--- src/dts_pkg.sv ---
// constants shared by the transmit serializer, its host model and its bench
// assumes a 40 MHz device clock and byte-wide register access
package dts_pkg;
	localparam int BYTE_W = 8;
	localparam int CODE_W = 64;
	localparam int HALF_W = 32;
	localparam logic [7:0] ADDR_TX_STAT = 8'h0E;
	localparam logic [7:0] ADDR_TX_DATA = 8'h0F;
	localparam logic [7:0] ADDR_TX_QUAL = 8'h10;
	localparam logic [7:0] ADDR_CODE_LO = 8'h11;
	localparam logic [7:0] ADDR_CODE_HI = 8'h18;
	localparam logic [7:0] DATA_RESET = 8'h00;
	localparam logic [7:0] QUAL_RESET = 8'h00;
	localparam logic [63:0] CODE_RESET = 64'h1E8B6A3DE0E9B222;
	localparam int ST_EMPTY = 0;
	localparam int ST_DONE = 1;
	localparam int ST_OVF = 2;
	localparam int ST_UNF = 3;
	localparam int CLK_PERIOD_NS = 25;
	// chip period, one chip per microsecond by default
	localparam int CHIP_TIME_NS = 1000;
	localparam int CHIP_CYCLES = (CHIP_TIME_NS + CLK_PERIOD_NS - 1) / CLK_PERIOD_NS;
	localparam int FIFO_DEPTH = 16;
	localparam logic PREAMBLE_BIT = 1'b1;
	typedef enum logic [1:0] {MODE_FULL, MODE_LOW, MODE_HIGH, MODE_BOTH} dts_mode_t;
	typedef enum logic {ST_IDLE, ST_SEND} dts_state_t;
endpackage : dts_pkg

--- src/dts_fifo.sv ---
// synchronous fifo, flip-flop storage, valid/ready on both sides
// assumes one clock and a synchronous active-high reset
`timescale 1ns/1ps
module dts_fifo #(
	parameter int WIDTH = 16,
	parameter int DEPTH = 16
) (
	input wire logic clk,
	input wire logic rst,
	input wire logic inValid,
	output logic inReady,
	input wire logic [WIDTH-1:0] inData,
	output logic outValid,
	input wire logic outReady,
	output logic [WIDTH-1:0] outData
);
	localparam int AW = $clog2(DEPTH);
	logic [WIDTH-1:0] mem_r [DEPTH];
	logic [AW-1:0] wrPtr_r;
	logic [AW-1:0] rdPtr_r;
	logic [AW:0] count_r;
	logic push;
	logic pop;

	assign inReady = count_r != (AW+1)'(DEPTH);
	assign outValid = count_r != '0;
	assign outData = mem_r[rdPtr_r];
	assign push = inValid && inReady;
	assign pop = outValid && outReady;

	always_ff @(posedge clk) begin
		if (push) begin
			mem_r[wrPtr_r] <= inData;
		end
	end

	always_ff @(posedge clk) begin
		if (rst) begin
			wrPtr_r <= '0;
			rdPtr_r <= '0;
			count_r <= '0;
		end else begin
			if (push) begin
				wrPtr_r <= (wrPtr_r == AW'(DEPTH-1)) ? '0 : wrPtr_r + 1'b1;
			end
			if (pop) begin
				rdPtr_r <= (rdPtr_r == AW'(DEPTH-1)) ? '0 : rdPtr_r + 1'b1;
			end
			if (push && !pop) begin
				count_r <= count_r + 1'b1;
			end else if (pop && !push) begin
				count_r <= count_r - 1'b1;
			end
		end
	end
endmodule : dts_fifo

--- src/dts_tx_serializer.sv ---
// transmit serializer and chip spreader for a dsss radio
// assumes a register port driven on clk by the host-interface logic
// What this block does
// - data byte goes out bit zero first, bit seven last.
// - each qualifier bit marks its matching data bit valid or invalid.
// - valid bit sends data, invalid bit sends preamble in that bit time.
// - shifting continues while any qualifier bit remains, then stops.
// - qualifier of low four bits sends only the low nibble.
// - 64-bit code register spreads every bit in 64-chip mode.
// - code also usable as two 32-chip halves, alone or alternating.
// - code chips go out from bit zero to bit sixty-three.
// - code held as eight bytes, lowest address holds bits seven to zero.
// - empty set when byte enters transmitter, cleared by data write.
// - underflow flagged when next data is missing after bits were sent.
// - overflow flagged on data write while the byte queue is full; status read clears.
// - done flagged when a byte finishes with nothing pending.
`timescale 1ns/1ps
module dts_tx_serializer
#(
	parameter int CHIPS_PER_TICK = dts_pkg::CHIP_CYCLES,
	parameter int DEPTH = dts_pkg::FIFO_DEPTH
) (
	input wire logic clk,
	input wire logic rst,
	input wire logic [7:0] regAddr,
	input wire logic [7:0] regWrData,
	input wire logic regWr,
	input wire logic regRd,
	output logic [7:0] regRdData,
	output logic dataReady,
	input wire dts_pkg::dts_mode_t codeMode,
	output logic chipOut,
	output logic chipStrobe,
	output logic txBusy
);
	import dts_pkg::*;

	localparam int DW = $clog2(CHIPS_PER_TICK + 1);

	logic [7:0] txData_r;
	logic [7:0] txQual_r;
	logic [63:0] code_r;
	logic [3:0] stat_r;
	logic [7:0] regRdData_r;
	dts_state_t state_r;
	logic [7:0] shData_r;
	logic [7:0] shQual_r;
	logic [5:0] chipIdx_r;
	logic [DW-1:0] div_r;
	logic half_r;
	logic chipOut_r;
	logic chipStrobe_r;

	logic dataWr;
	logic statRd;
	logic fifoInReady;
	logic fifoOutValid;
	logic [15:0] fifoOut;
	logic loadNow;
	logic chipTick;
	logic bitEnd;
	logic byteEnd;
	logic curBit;
	logic [5:0] codeIdx;
	logic [6:0] bitLen;

	assign dataWr = regWr && (regAddr == ADDR_TX_DATA);
	assign statRd = regRd && (regAddr == ADDR_TX_STAT);
	assign dataReady = fifoInReady;
	assign regRdData = regRdData_r;
	assign chipOut = chipOut_r;
	assign chipStrobe = chipStrobe_r;
	assign txBusy = state_r == ST_SEND;

	////////////////////////////////////////////////////////////////////////////////
	// register writes

	always_ff @(posedge clk) begin
		if (rst) begin
			txData_r <= DATA_RESET;
			txQual_r <= QUAL_RESET;
		end else if (regWr && regAddr == ADDR_TX_DATA) begin
			txData_r <= regWrData;
		end else if (regWr && regAddr == ADDR_TX_QUAL) begin
			txQual_r <= regWrData;
		end
	end

	always_ff @(posedge clk) begin
		if (rst) begin
			code_r <= CODE_RESET;
		end else begin
			for (int i = 0; i < CODE_W / BYTE_W; i++) begin
				if (regWr && regAddr == ADDR_CODE_LO + 8'(i)) begin
					code_r[BYTE_W*i +: BYTE_W] <= regWrData;
				end
			end
		end
	end

	////////////////////////////////////////////////////////////////////////////////
	// byte queue: each entry carries the qualifier in force at the data write

	dts_fifo #(
		.WIDTH(2 * BYTE_W),
		.DEPTH(DEPTH)
	) u_fifo (
		.clk(clk),
		.rst(rst),
		.inValid(dataWr),
		.inReady(fifoInReady),
		.inData({txQual_r, regWrData}),
		.outValid(fifoOutValid),
		.outReady(loadNow),
		.outData(fifoOut)
	);

	////////////////////////////////////////////////////////////////////////////////
	// bit and chip engine

	assign bitLen = (codeMode == MODE_FULL) ? 7'(CODE_W) : 7'(HALF_W);
	assign codeIdx = (codeMode == MODE_HIGH || (codeMode == MODE_BOTH && half_r)) ?
		6'(HALF_W) + chipIdx_r : chipIdx_r;
	assign chipTick = div_r == DW'(CHIPS_PER_TICK - 1);
	assign bitEnd = (state_r == ST_SEND) && chipTick && (chipIdx_r == 6'(bitLen - 7'd1));
	// stop when no qualifier bit is left
	assign byteEnd = bitEnd && (shQual_r[7:1] == '0);
	assign loadNow = fifoOutValid && ((state_r == ST_IDLE) || byteEnd);
	assign curBit = shQual_r[0] ? shData_r[0] : PREAMBLE_BIT;

	always_ff @(posedge clk) begin
		if (rst) begin
			state_r <= ST_IDLE;
			shData_r <= '0;
			shQual_r <= '0;
		end else if (loadNow) begin
			shData_r <= fifoOut[7:0];
			shQual_r <= fifoOut[15:8];
			// a byte with no qualified bits is consumed without air time
			state_r <= (fifoOut[15:8] != '0) ? ST_SEND : ST_IDLE;
		end else if (bitEnd) begin
			// nibble stop falls out of the shift
			shData_r <= shData_r >> 1;
			shQual_r <= shQual_r >> 1;
			if (byteEnd) begin
				state_r <= ST_IDLE;
			end
		end
	end

	always_ff @(posedge clk) begin
		if (rst || state_r == ST_IDLE) begin
			div_r <= '0;
			chipIdx_r <= '0;
		end else if (chipTick) begin
			div_r <= '0;
			chipIdx_r <= bitEnd ? '0 : chipIdx_r + 1'b1;
		end else begin
			div_r <= div_r + 1'b1;
		end
	end

	always_ff @(posedge clk) begin
		if (rst || state_r == ST_IDLE) begin
			half_r <= 1'b0;
		end else if (bitEnd && codeMode == MODE_BOTH) begin
			half_r <= ~half_r;
		end
	end

	always_ff @(posedge clk) begin
		if (rst) begin
			chipOut_r <= 1'b0;
			chipStrobe_r <= 1'b0;
		end else begin
			chipStrobe_r <= (state_r == ST_SEND) && chipTick;
			if ((state_r == ST_SEND) && chipTick) begin
				chipOut_r <= code_r[codeIdx] ^ ~curBit;
			end
		end
	end

	////////////////////////////////////////////////////////////////////////////////
	// status flags: a set in the same cycle as a clear wins

	always_ff @(posedge clk) begin
		if (rst) begin
			stat_r <= '0;
		end else begin
			if (loadNow) begin
				stat_r[ST_EMPTY] <= 1'b1;
			end else if (dataWr) begin
				stat_r[ST_EMPTY] <= 1'b0;
			end
			if (byteEnd && !fifoOutValid) begin
				stat_r[ST_DONE] <= 1'b1;
			end else if (statRd) begin
				stat_r[ST_DONE] <= 1'b0;
			end
			if (dataWr && !fifoInReady) begin
				stat_r[ST_OVF] <= 1'b1;
			end else if (statRd) begin
				stat_r[ST_OVF] <= 1'b0;
			end
			if (byteEnd && !fifoOutValid) begin
				stat_r[ST_UNF] <= 1'b1;
			end else if (statRd) begin
				stat_r[ST_UNF] <= 1'b0;
			end
		end
	end

	////////////////////////////////////////////////////////////////////////////////
	// register reads, answered one cycle after the strobe

	always_ff @(posedge clk) begin
		if (rst) begin
			regRdData_r <= '0;
		end else if (regRd) begin
			if (regAddr == ADDR_TX_STAT) begin
				regRdData_r <= {4'h0, stat_r};
			end else if (regAddr == ADDR_TX_DATA) begin
				regRdData_r <= txData_r;
			end else if (regAddr == ADDR_TX_QUAL) begin
				regRdData_r <= txQual_r;
			end else if (regAddr >= ADDR_CODE_LO && regAddr <= ADDR_CODE_HI) begin
				regRdData_r <= code_r[BYTE_W * 3'(regAddr - ADDR_CODE_LO) +: BYTE_W];
			end else begin
				regRdData_r <= 8'h00;
			end
		end
	end

	////////////////////////////////////////////////////////////////////////////////
	// checks

	a_empty_set: assert property (@(posedge clk) disable iff (rst)
		loadNow |=> stat_r[ST_EMPTY]) else $error("empty not set on load");
	a_empty_clear: assert property (@(posedge clk) disable iff (rst)
		dataWr && !loadNow |=> !stat_r[ST_EMPTY]) else $error("data write did not clear empty");
	a_ovf_set: assert property (@(posedge clk) disable iff (rst)
		dataWr && !fifoInReady |=> stat_r[ST_OVF]) else $error("overflow missed");
	a_ovf_clear: assert property (@(posedge clk) disable iff (rst)
		statRd && !(dataWr && !fifoInReady) |=> !stat_r[ST_OVF]) else $error("status read left overflow");
	a_done_flags: assert property (@(posedge clk) disable iff (rst)
		byteEnd && !fifoOutValid |=> stat_r[ST_DONE] && stat_r[ST_UNF] && state_r == ST_IDLE)
		else $error("done or underflow missed at byte end");
	a_shift_lsb: assert property (@(posedge clk) disable iff (rst)
		bitEnd && !byteEnd |=> shData_r == ($past(shData_r) >> 1)) else $error("shift order wrong");
	a_send_valid: assert property (@(posedge clk) disable iff (rst)
		state_r == ST_SEND |-> shQual_r != '0) else $error("sending with no qualified bits");
	a_chip_value: assert property (@(posedge clk) disable iff (rst)
		(state_r == ST_SEND) && chipTick |=> chipStrobe_r &&
		chipOut_r == ($past(code_r[codeIdx]) ^ ~$past(curBit))) else $error("chip polarity wrong");
	a_bit_length: assert property (@(posedge clk) disable iff (rst)
		bitEnd && codeMode == MODE_FULL |-> chipIdx_r == 6'(CODE_W - 1)) else $error("full bit not 64 chips");
	a_code_byte0: assert property (@(posedge clk) disable iff (rst)
		regWr && regAddr == ADDR_CODE_LO |=> code_r[7:0] == $past(regWrData)) else $error("code byte 0 not written");
endmodule : dts_tx_serializer

--- config.mk ---
export PLATFORM = sky130hd
export DESIGN_NAME = dts_tx_serializer
export DESIGN_NICKNAME = d
export VERILOG_FILES = /design/src/dts_pkg.sv /design/src/dts_fifo.sv /design/src/dts_tx_serializer.sv
export SDC_FILE = /design/constraint.sdc
export NUM_CORES = 1
export LEC_CHECK = 0
export BUFFER_PORTS_ARGS = -buffer_cell sky130_fd_sc_hd__buf_2
export CAP_MARGIN = 20
export CELL_PAD_IN_SITES_DETAIL_PLACEMENT = 2
export CELL_PAD_IN_SITES_GLOBAL_PLACEMENT = 2
export CORE_ASPECT_RATIO = 1.2
export CORE_MARGIN = 8
export CORE_UTILIZATION = 43
export CTS_BUF_LIST = sky130_fd_sc_hd__clkbuf_4 sky130_fd_sc_hd__clkbuf_8
export CTS_CLUSTER_DIAMETER = 40
export DETAILED_ROUTE_END_ITERATION = 16
export PLACE_DENSITY_LB_ADDON = 0.1
export SLEW_MARGIN = 25
export SYNTH_ARGS = -nofsm -noshare
export SYNTH_HDL_FRONTEND = slang
export SYNTH_SLANG_ARGS = --single-unit
--- constraint.sdc ---
create_clock -name clk -period 3.31 [get_ports clk]
set_input_delay 0 -clock clk [delete_from_list [all_inputs] [get_ports clk]]
set_output_delay 0 -clock clk [all_outputs]
set_load 0.02 [all_outputs]
* Word-level counts from Yosys, hierarchy flattened
Memory sizes are Yosys's and may differ from the RTL's. A register that Yosys moved wholly into a read port is not among the register bits.
Cells that the tools add are included.
** Storage, ports and cells
- Memories kept :: 1
- Input bits :: 22
- Output and inout bits :: 12
- Memory bits (writable) :: 256
- Register bits after elaboration :: 136
- Logic and storage cells :: 137
** Operators by class
- Equality and inequality tests :: 18
- Bitwise logic cells :: 5
- Order comparisons :: 3
- Add/subtract/negate cells :: 9
- Shift operators :: 1
- Reductions and logical operators :: 44
- Multiplexer cells :: 31
** Memories
- u_fifo.mem_r :: depth 16, width 16, rd ports 1, clocked after Yosys merged registers in 1, wr ports 1, line dts_fifo.sv:18 : logic [WIDTH-1:0] mem_r [DEPTH];
** Operators by type and width (count)
- == test 8 x 5 -> 1 bit, second input constant :: 9
- 2-to-1 mux 8 bit :: 8
- variable part select 64 x 7 -> 8 bit :: 1
- logical AND 1 bit :: 24
- 2-to-1 mux 6 bit :: 3
- == test 8 x 4 -> 1 bit, second input constant :: 2
- 2-to-1 mux 4 bit :: 4
- 2-to-1 mux 1 bit :: 13
- adder 6 x 1 -> 6 bit, second input constant :: 2
- nonzero test 2 bit :: 6
- 2-to-1 mux 5 bit :: 2
- adder 4 x 1 -> 4 bit, second input constant :: 2
- == test 4 bit, second input constant :: 2
- >= comparator 8 x 5 -> 1 bit, second input constant :: 1
- <= comparator 8 x 5 -> 1 bit, second input constant :: 1
- nonzero test 8 bit :: 1
- zero test 7 bit :: 1
- less-than comparator 6 x 7 -> 1 bit, second input constant :: 1
- adder 6 bit, first input constant :: 1
- binary-select mux 1 bit (select 6 bit) :: 1
- == test 6 bit :: 1
- == test 6 bit, second input constant :: 1
- subtractor 6 x 1 -> 6 bit, second input constant :: 1
- adder 5 x 1 -> 5 bit, second input constant :: 1
- 12 further kinds :: 22

* Logic depth before layout (Yosys ltp)
- Depth after elaboration :: 12
- Gate-level depth with buffers :: 17
- Depth with buffers taken out :: 15

* Cells and area by module
From an unflattened synthesis, not the netlist that was laid out.
** Second synthesis, totals
- Cells, all modules :: 1184
- Area, all modules :: 16734.8 um2
** Modules (own cells, without submodules)
- dts_fifo :: cells an instance 503, times used 1, area an instance 10535.1 um2, sequential area each 8027.7 um2
- dts_tx_serializer :: cells an instance 681, times used 1, area an instance 6199.7 um2, sequential area each 2462.4 um2

* Worst setup path after synthesis
Ideal clock, no wire load.
- Path type :: flip-flop to flip-flop
- From :: register state_r (netlist: txBusy)
- To :: register u_fifo.count_r[4]
- Required time :: 3.240 ns
- Path buffers :: 2
- Setup time :: 0.070 ns
- Cell stages (with the launch flop) :: 16
- Data arrival time :: 3.353 ns
- Period minus slack after synthesis :: 3.423 ns
- Path slack :: -0.113 ns
- Path through :: dfxtp_1 -> inv_2 -> or4b_4 -> o41ai_2 -> and2_1 -> buf_6 -> inv_4 -> buf_2 -> ha_1 -> inv_1 -> ha_1 -> a21o_1 -> a21oi_1 -> xnor2_1 -> or3_1 -> a21oi_1
** On the way
- Longest elaborated chain between the ends :: 9
- Elaborated cells between the ends (all ways) :: 12
- Classes of those cells :: mux: 1; bitwise: 1; reduce/logical: 10
** Ends and longest elaborated chain
- start: declaration :: line dts_tx_serializer.sv:45 : dts_state_t state_r;
- start signal: assignment :: line dts_tx_serializer.sv:140 : state_r <= (fifoOut[15:8] != '0) ? ST_SEND : ST_IDLE;
- logical AND 1 bit (2 in series) :: line dts_tx_serializer.sv:125 : assign bitEnd = (state_r == ST_SEND) && chipTick && (chipIdx_r == 6'(bitLen - 7'd1));
- logical AND 1 bit :: line dts_tx_serializer.sv:127 : assign byteEnd = bitEnd && (shQual_r[7:1] == '0);
- logical OR 1 bit (*) :: line dts_tx_serializer.sv:128 : assign loadNow = fifoOutValid && ((state_r == ST_IDLE) || byteEnd);
- logical AND 1 bit (*) :: line dts_tx_serializer.sv:128
- logical AND 1 bit (*) :: line dts_fifo.sv:29 : assign pop = outValid && outReady;
- zero test 1 bit :: line dts_fifo.sv:49 : if (push && !pop) begin
- logical AND 1 bit :: line dts_fifo.sv:49
- 2-to-1 mux 5 bit or nonzero test 2 bit (tied branches)
- end signal: assignment :: line dts_fifo.sv:50 : count_r <= count_r + 1'b1;
- end signal: assignment :: line dts_fifo.sv:52 : count_r <= count_r - 1'b1;
- end: declaration :: line dts_fifo.sv:21 : logic [AW:0] count_r;
Mark *: on every way between the ends. The rest lies on a longest branch, timed or not.
A chain may end at the register's enable or synchronous reset.

* Worst setup path after layout
- From :: register chipIdx_r[5]
- To :: register u_fifo.count_r[4]
** On the way
- Longest elaborated chain between the ends :: 9
- Elaborated cells between the ends (all ways) :: 11
- Classes of those cells :: eq/ne: 1; mux: 1; reduce/logical: 9
** Ends and longest elaborated chain
- start: declaration :: line dts_tx_serializer.sv:48 : logic [5:0] chipIdx_r;
- start signal: assignment :: line dts_tx_serializer.sv:157 : chipIdx_r <= bitEnd ? '0 : chipIdx_r + 1'b1;
- == test 6 bit (*) :: line dts_tx_serializer.sv:125
- logical AND 1 bit (*) :: line dts_tx_serializer.sv:125
- logical AND 1 bit (*) :: line dts_tx_serializer.sv:127
- logical OR 1 bit (*) :: line dts_tx_serializer.sv:128
- logical AND 1 bit (*) :: line dts_tx_serializer.sv:128
- logical AND 1 bit (*) :: line dts_fifo.sv:29
- zero test 1 bit :: line dts_fifo.sv:49
- logical AND 1 bit :: line dts_fifo.sv:49
- 2-to-1 mux 5 bit or nonzero test 2 bit (tied branches)
Marked as above.

==> results.py <==
metrics = {
    "yosys": {
        "yosysWarnings": 0,
        "async_flop_share_pct": 0,
        "synth-edff-count": 256,
        "syn_avg_cell_area_um2": 14.24,
        "yosysSeqAreaShare_pct": 63.57,
        "netlist_area_um2": 16500,
        "synth_cell_type_count": 57,
        "synth_seq_cells": 396,
        "syn_inst": 1159,
        "synthesis.nets": 1198,
        "synth_xor_area_share_pct": 0.8493,
        "synth_mux_area_share_pct": 15.82,
        "synth_flop_cell": "edfxtp_1",
        "synth-adder-area-share_pct": 1.335,
        "synth_top_family_by_area": "multiplexers",
        "yosys.area_share.simple_pct": 9.380,
        "synth-compound-area-share_pct": 6.673,
    },
    "worst_setup_path": {
        "critPathMaxFanout": 5,
        "reg2reg_from": "chipIdx_r[5]$_SDFFE_PP0N_",
        "startpoint_type": "flop",
        "cp.required_ps": 3860,
        "regToRegSetupSlack_ps": 220,
        "critPathKind": "reg -> reg",
        "cp-end-kind": "flop",
        "reg2reg_depth": 13,
        "crit_arrival_ps": 3640,
        "rr_endpoint": "u_fifo.count_r[4]$_SDFFE_PP0P_",
    },
    "timing": {
        "fin_tns_setup_ps": 0,
        "finalSetupViolations": 0,
        "timing.fmax_ghz": 0.3232,
        "hold_violations": 0,
        "min_period_over_period_pct": 93.49,
        "skew_ps": 22.42,
        "finalCriticalPeriod_ps": 3094,
        "grt_setup_unrepaired": "false",
        "drv_slew": 0,
        "fin_ws_ps": 215.6,
        "slew_headroom_pct": 39.63,
        "worstMarginPinSlew_ps": 904.3,
    },
    "route": {
        "drc": 0,
        "drtIter0Drc": 565,
        "firstDrtPassIters": 4,
        "wl_per_cell_um": 28.01,
        "ant_nets": 0,
        "vias_per_cell": 5.925,
        "num_vias": 10648,
        "routed_wl_um": 50330,
    },
    "final_layout": {
        "synthToLayoutAreaGrowth_pct": 15.64,
        "layout_common_cells": "256 x edfxtp_1, 136 x dfxtp_1, 119 x nand2_1",
        "fin_nets": 1299,
        "final_common_cell": "edfxtp_1",
        "drive_gt1_share_pct": 26.96,
        "postLayoutCellArea_um2": 19080,
        "final_util_pct": 50.39,
        "fin_cells": 1797,
        "antenna_cells": 0,
    },
    "global_route": {
        "grtUsageTotal_pct": 22.51,
        "grt_max_degree": 65,
        "met2_usage_pct": 40.46,
        "top_usage_layer": "met2",
        "grt_pass1_wl_um": 76220,
        "antenna_found_initial": 0,
        "globalRoute.totalOverflow": 0,
        "grt_pass1_vias": 12004,
        "use_met1_pct": 26.78,
        "gr-usage-met3_pct": 3.551,
    },
    "hold_path": {
        "hold_path.startpoint": "regAddr[2]",
        "hp-class": "in -> reg",
        "hold_depth": 5,
        "min_to": "txQual_r[4]$_SDFFE_PP0P_",
    },
    "power": {
        "power_density_nw_per_um2": 636.7,
        "irDropWorstVdd_v": 0.0002673,
        "p_leak_nw": 6.693,
    },
    "job": {
        "maxCapViolations": 0,
    },
    "place": {
        "pre_cts_slack_ps": 72.80,
        "dp_cells": 1653,
        "dp_hpwl_um": 32870,
        "dpl_cell_area_um2": 17510,
        "io_buffers": 33,
        "globalplace.congestion": 0.7998,
    },
    "die": {
        "die-area_um2": 44920,
        "die_x_um": 194.8,
        "rows": 78,
        "start_util_pct": 43.58,
        "core_um2": 37870,
        "fp.dieH_um": 230.6,
        "ios": 34,
    },
    "clock_network": {
        "worstSkewPairLatency_ps": 620,
        "clk_pin_slew_ps": 60,
        "cts_tree": "built",
        "cts_made_buffers": 70,
        "cts.sinks": 396,
        "cts-root-buf": "clkbuf_8",
        "htreeDepth": 3,
        "clockBufferDepth": 3,
    },
    "run_status": {
        "outcome": "complete, no violations",
    },
}
==> sequential cells by signal (all words and copies together) (netlist names), named ones only <==
signal,flops
txBusy,1
txQual_r,8
u_fifo.count_r,5
div_r,6
txData_r,8
u_fifo.wrPtr_r,4
stat_r,3
shQual_r,8
chipOut,1
regRdData,8
shData_r,8
u_fifo.mem_r,256
code_r,64
chipStrobe,1
half_r,1
u_fifo.rdPtr_r,4
chipIdx_r,6
==> worst max-delay path, stage by stage (launching register included) <==
cell	delay (ps)
dfxtp_2	350
nor3_1	60
or4b_4	540
o41ai_4	370
and2_4	220
inv_4	30
ha_1	200
inv_2	100
ha_1	270
a21o_1	180
a21oi_1	170
xnor2_1	90
or3_1	300
a21oi_1	140
==> how the worst max path moves through the flow <==
stage	cells after the start	to	slack, ps	start
6_report	13	u_fifo.count_r[4]$_SDFFE_PP0P_	220	chipIdx_r[5]$_SDFFE_PP0N_
5_1_grt	14	u_fifo.count_r[4]$_SDFFE_PP0P_	50	div_r[0]$_SDFF_PP0_
4_1_cts	14	u_fifo.count_r[4]$_SDFFE_PP0P_	20	div_r[0]$_SDFF_PP0_
3_5_place_dp	14	u_fifo.count_r[4]$_SDFFE_PP0P_	70	div_r[0]$_SDFF_PP0_
3_3_place_gp	13	u_fifo.count_r[4]$_SDFFE_PP0P_	180	chipIdx_r[5]$_SDFFE_PP0N_
2_1_floorplan	16	u_fifo.count_r[4]$_SDFFE_PP0P_	10	chipIdx_r[3]$_SDFFE_PP0N_
==> cells in the mapped netlist, drive strengths merged (9+ instances only) <==
| library cell | count | share of area [%] |
|---|---|---|
| a211oi | 10 | 0.45 |
| a21oi | 72 | 2.2 |
| a22oi | 26 | 1.2 |
| buf | 26 | 0.78 |
| clkbuf | 51 | 1.2 |
| dfxtp | 140 | 17 |
| edfxtp | 256 | 47 |
| ha | 16 | 1.2 |
| inv | 17 | 0.40 |
| mux2 | 13 | 0.89 |
| mux2i | 19 | 1.2 |
| mux4 | 101 | 14 |
| nand2 | 120 | 2.7 |
| nand3 | 82 | 2.5 |
| nor2 | 67 | 1.5 |
| nor3 | 14 | 0.42 |
| o211ai | 11 | 0.50 |
| xnor2 | 9 | 0.48 |
==> cell families (layout without fill, tap and decap cells) <==
kind of cell    count (synthesis)  in the layout
simple gates                  334            334
mux                           133            133
flops                         396            396
xor+xnor                       16             16
compound gates                168            168
buf+inv                        95            253
fa+ha+maj                      17             17
==> per-stage QoR <==
step	power [mW]	hold WS, ps
final	12.15	56.49
after global routing	12.65	82.24
after CTS	12.30	36.26
after detailed placement	7.588	424.8
after global placement	7.524	404.6
after floorplan	6.894	98.87
==> what timing repair did <==
| action | 4_1_cts | 5_1_grt |
|---|---|---|
| endpoints found under the setup margin | 0 | 2 |
| resized for setup | 0 | 3 |
| hold endpoints to repair | 200 | 0 |
| hold buffers | 14 | 0 |
| setup buffers | 0 | 1 |
==> metal layers <==
layer  wire (um)  vias up  part of all wire (%)
met1       20680     5650                    41
met4        1579        0                   3.1
li1            -     4671                     -
met5           0        -                     0
met3        1752       97                   3.5
met2       26320      230                    52
==> cell type report <==
cell class / instances / area, um^2
clock buffers: 103 / 1242
clock inverters: 26 / 180.2
well taps: 480 / 600.6
multi-input cells: 668 / 5699
inverters: 18 / 70.07
repair buffers: 106 / 788.3
fillers: 3584 / 18790
flip-flops and latches: 396 / 10500
==> where the power goes <==
group	switching (mW)	internal [mW]	leakage, nW
clock	2.07	2.57	0.742
sequential	0.141	5.36	3.70
combinational	1.14	0.866	2.26
total	3.35	8.80	6.69
Note: power is estimated with default switching activity, not from simulation.
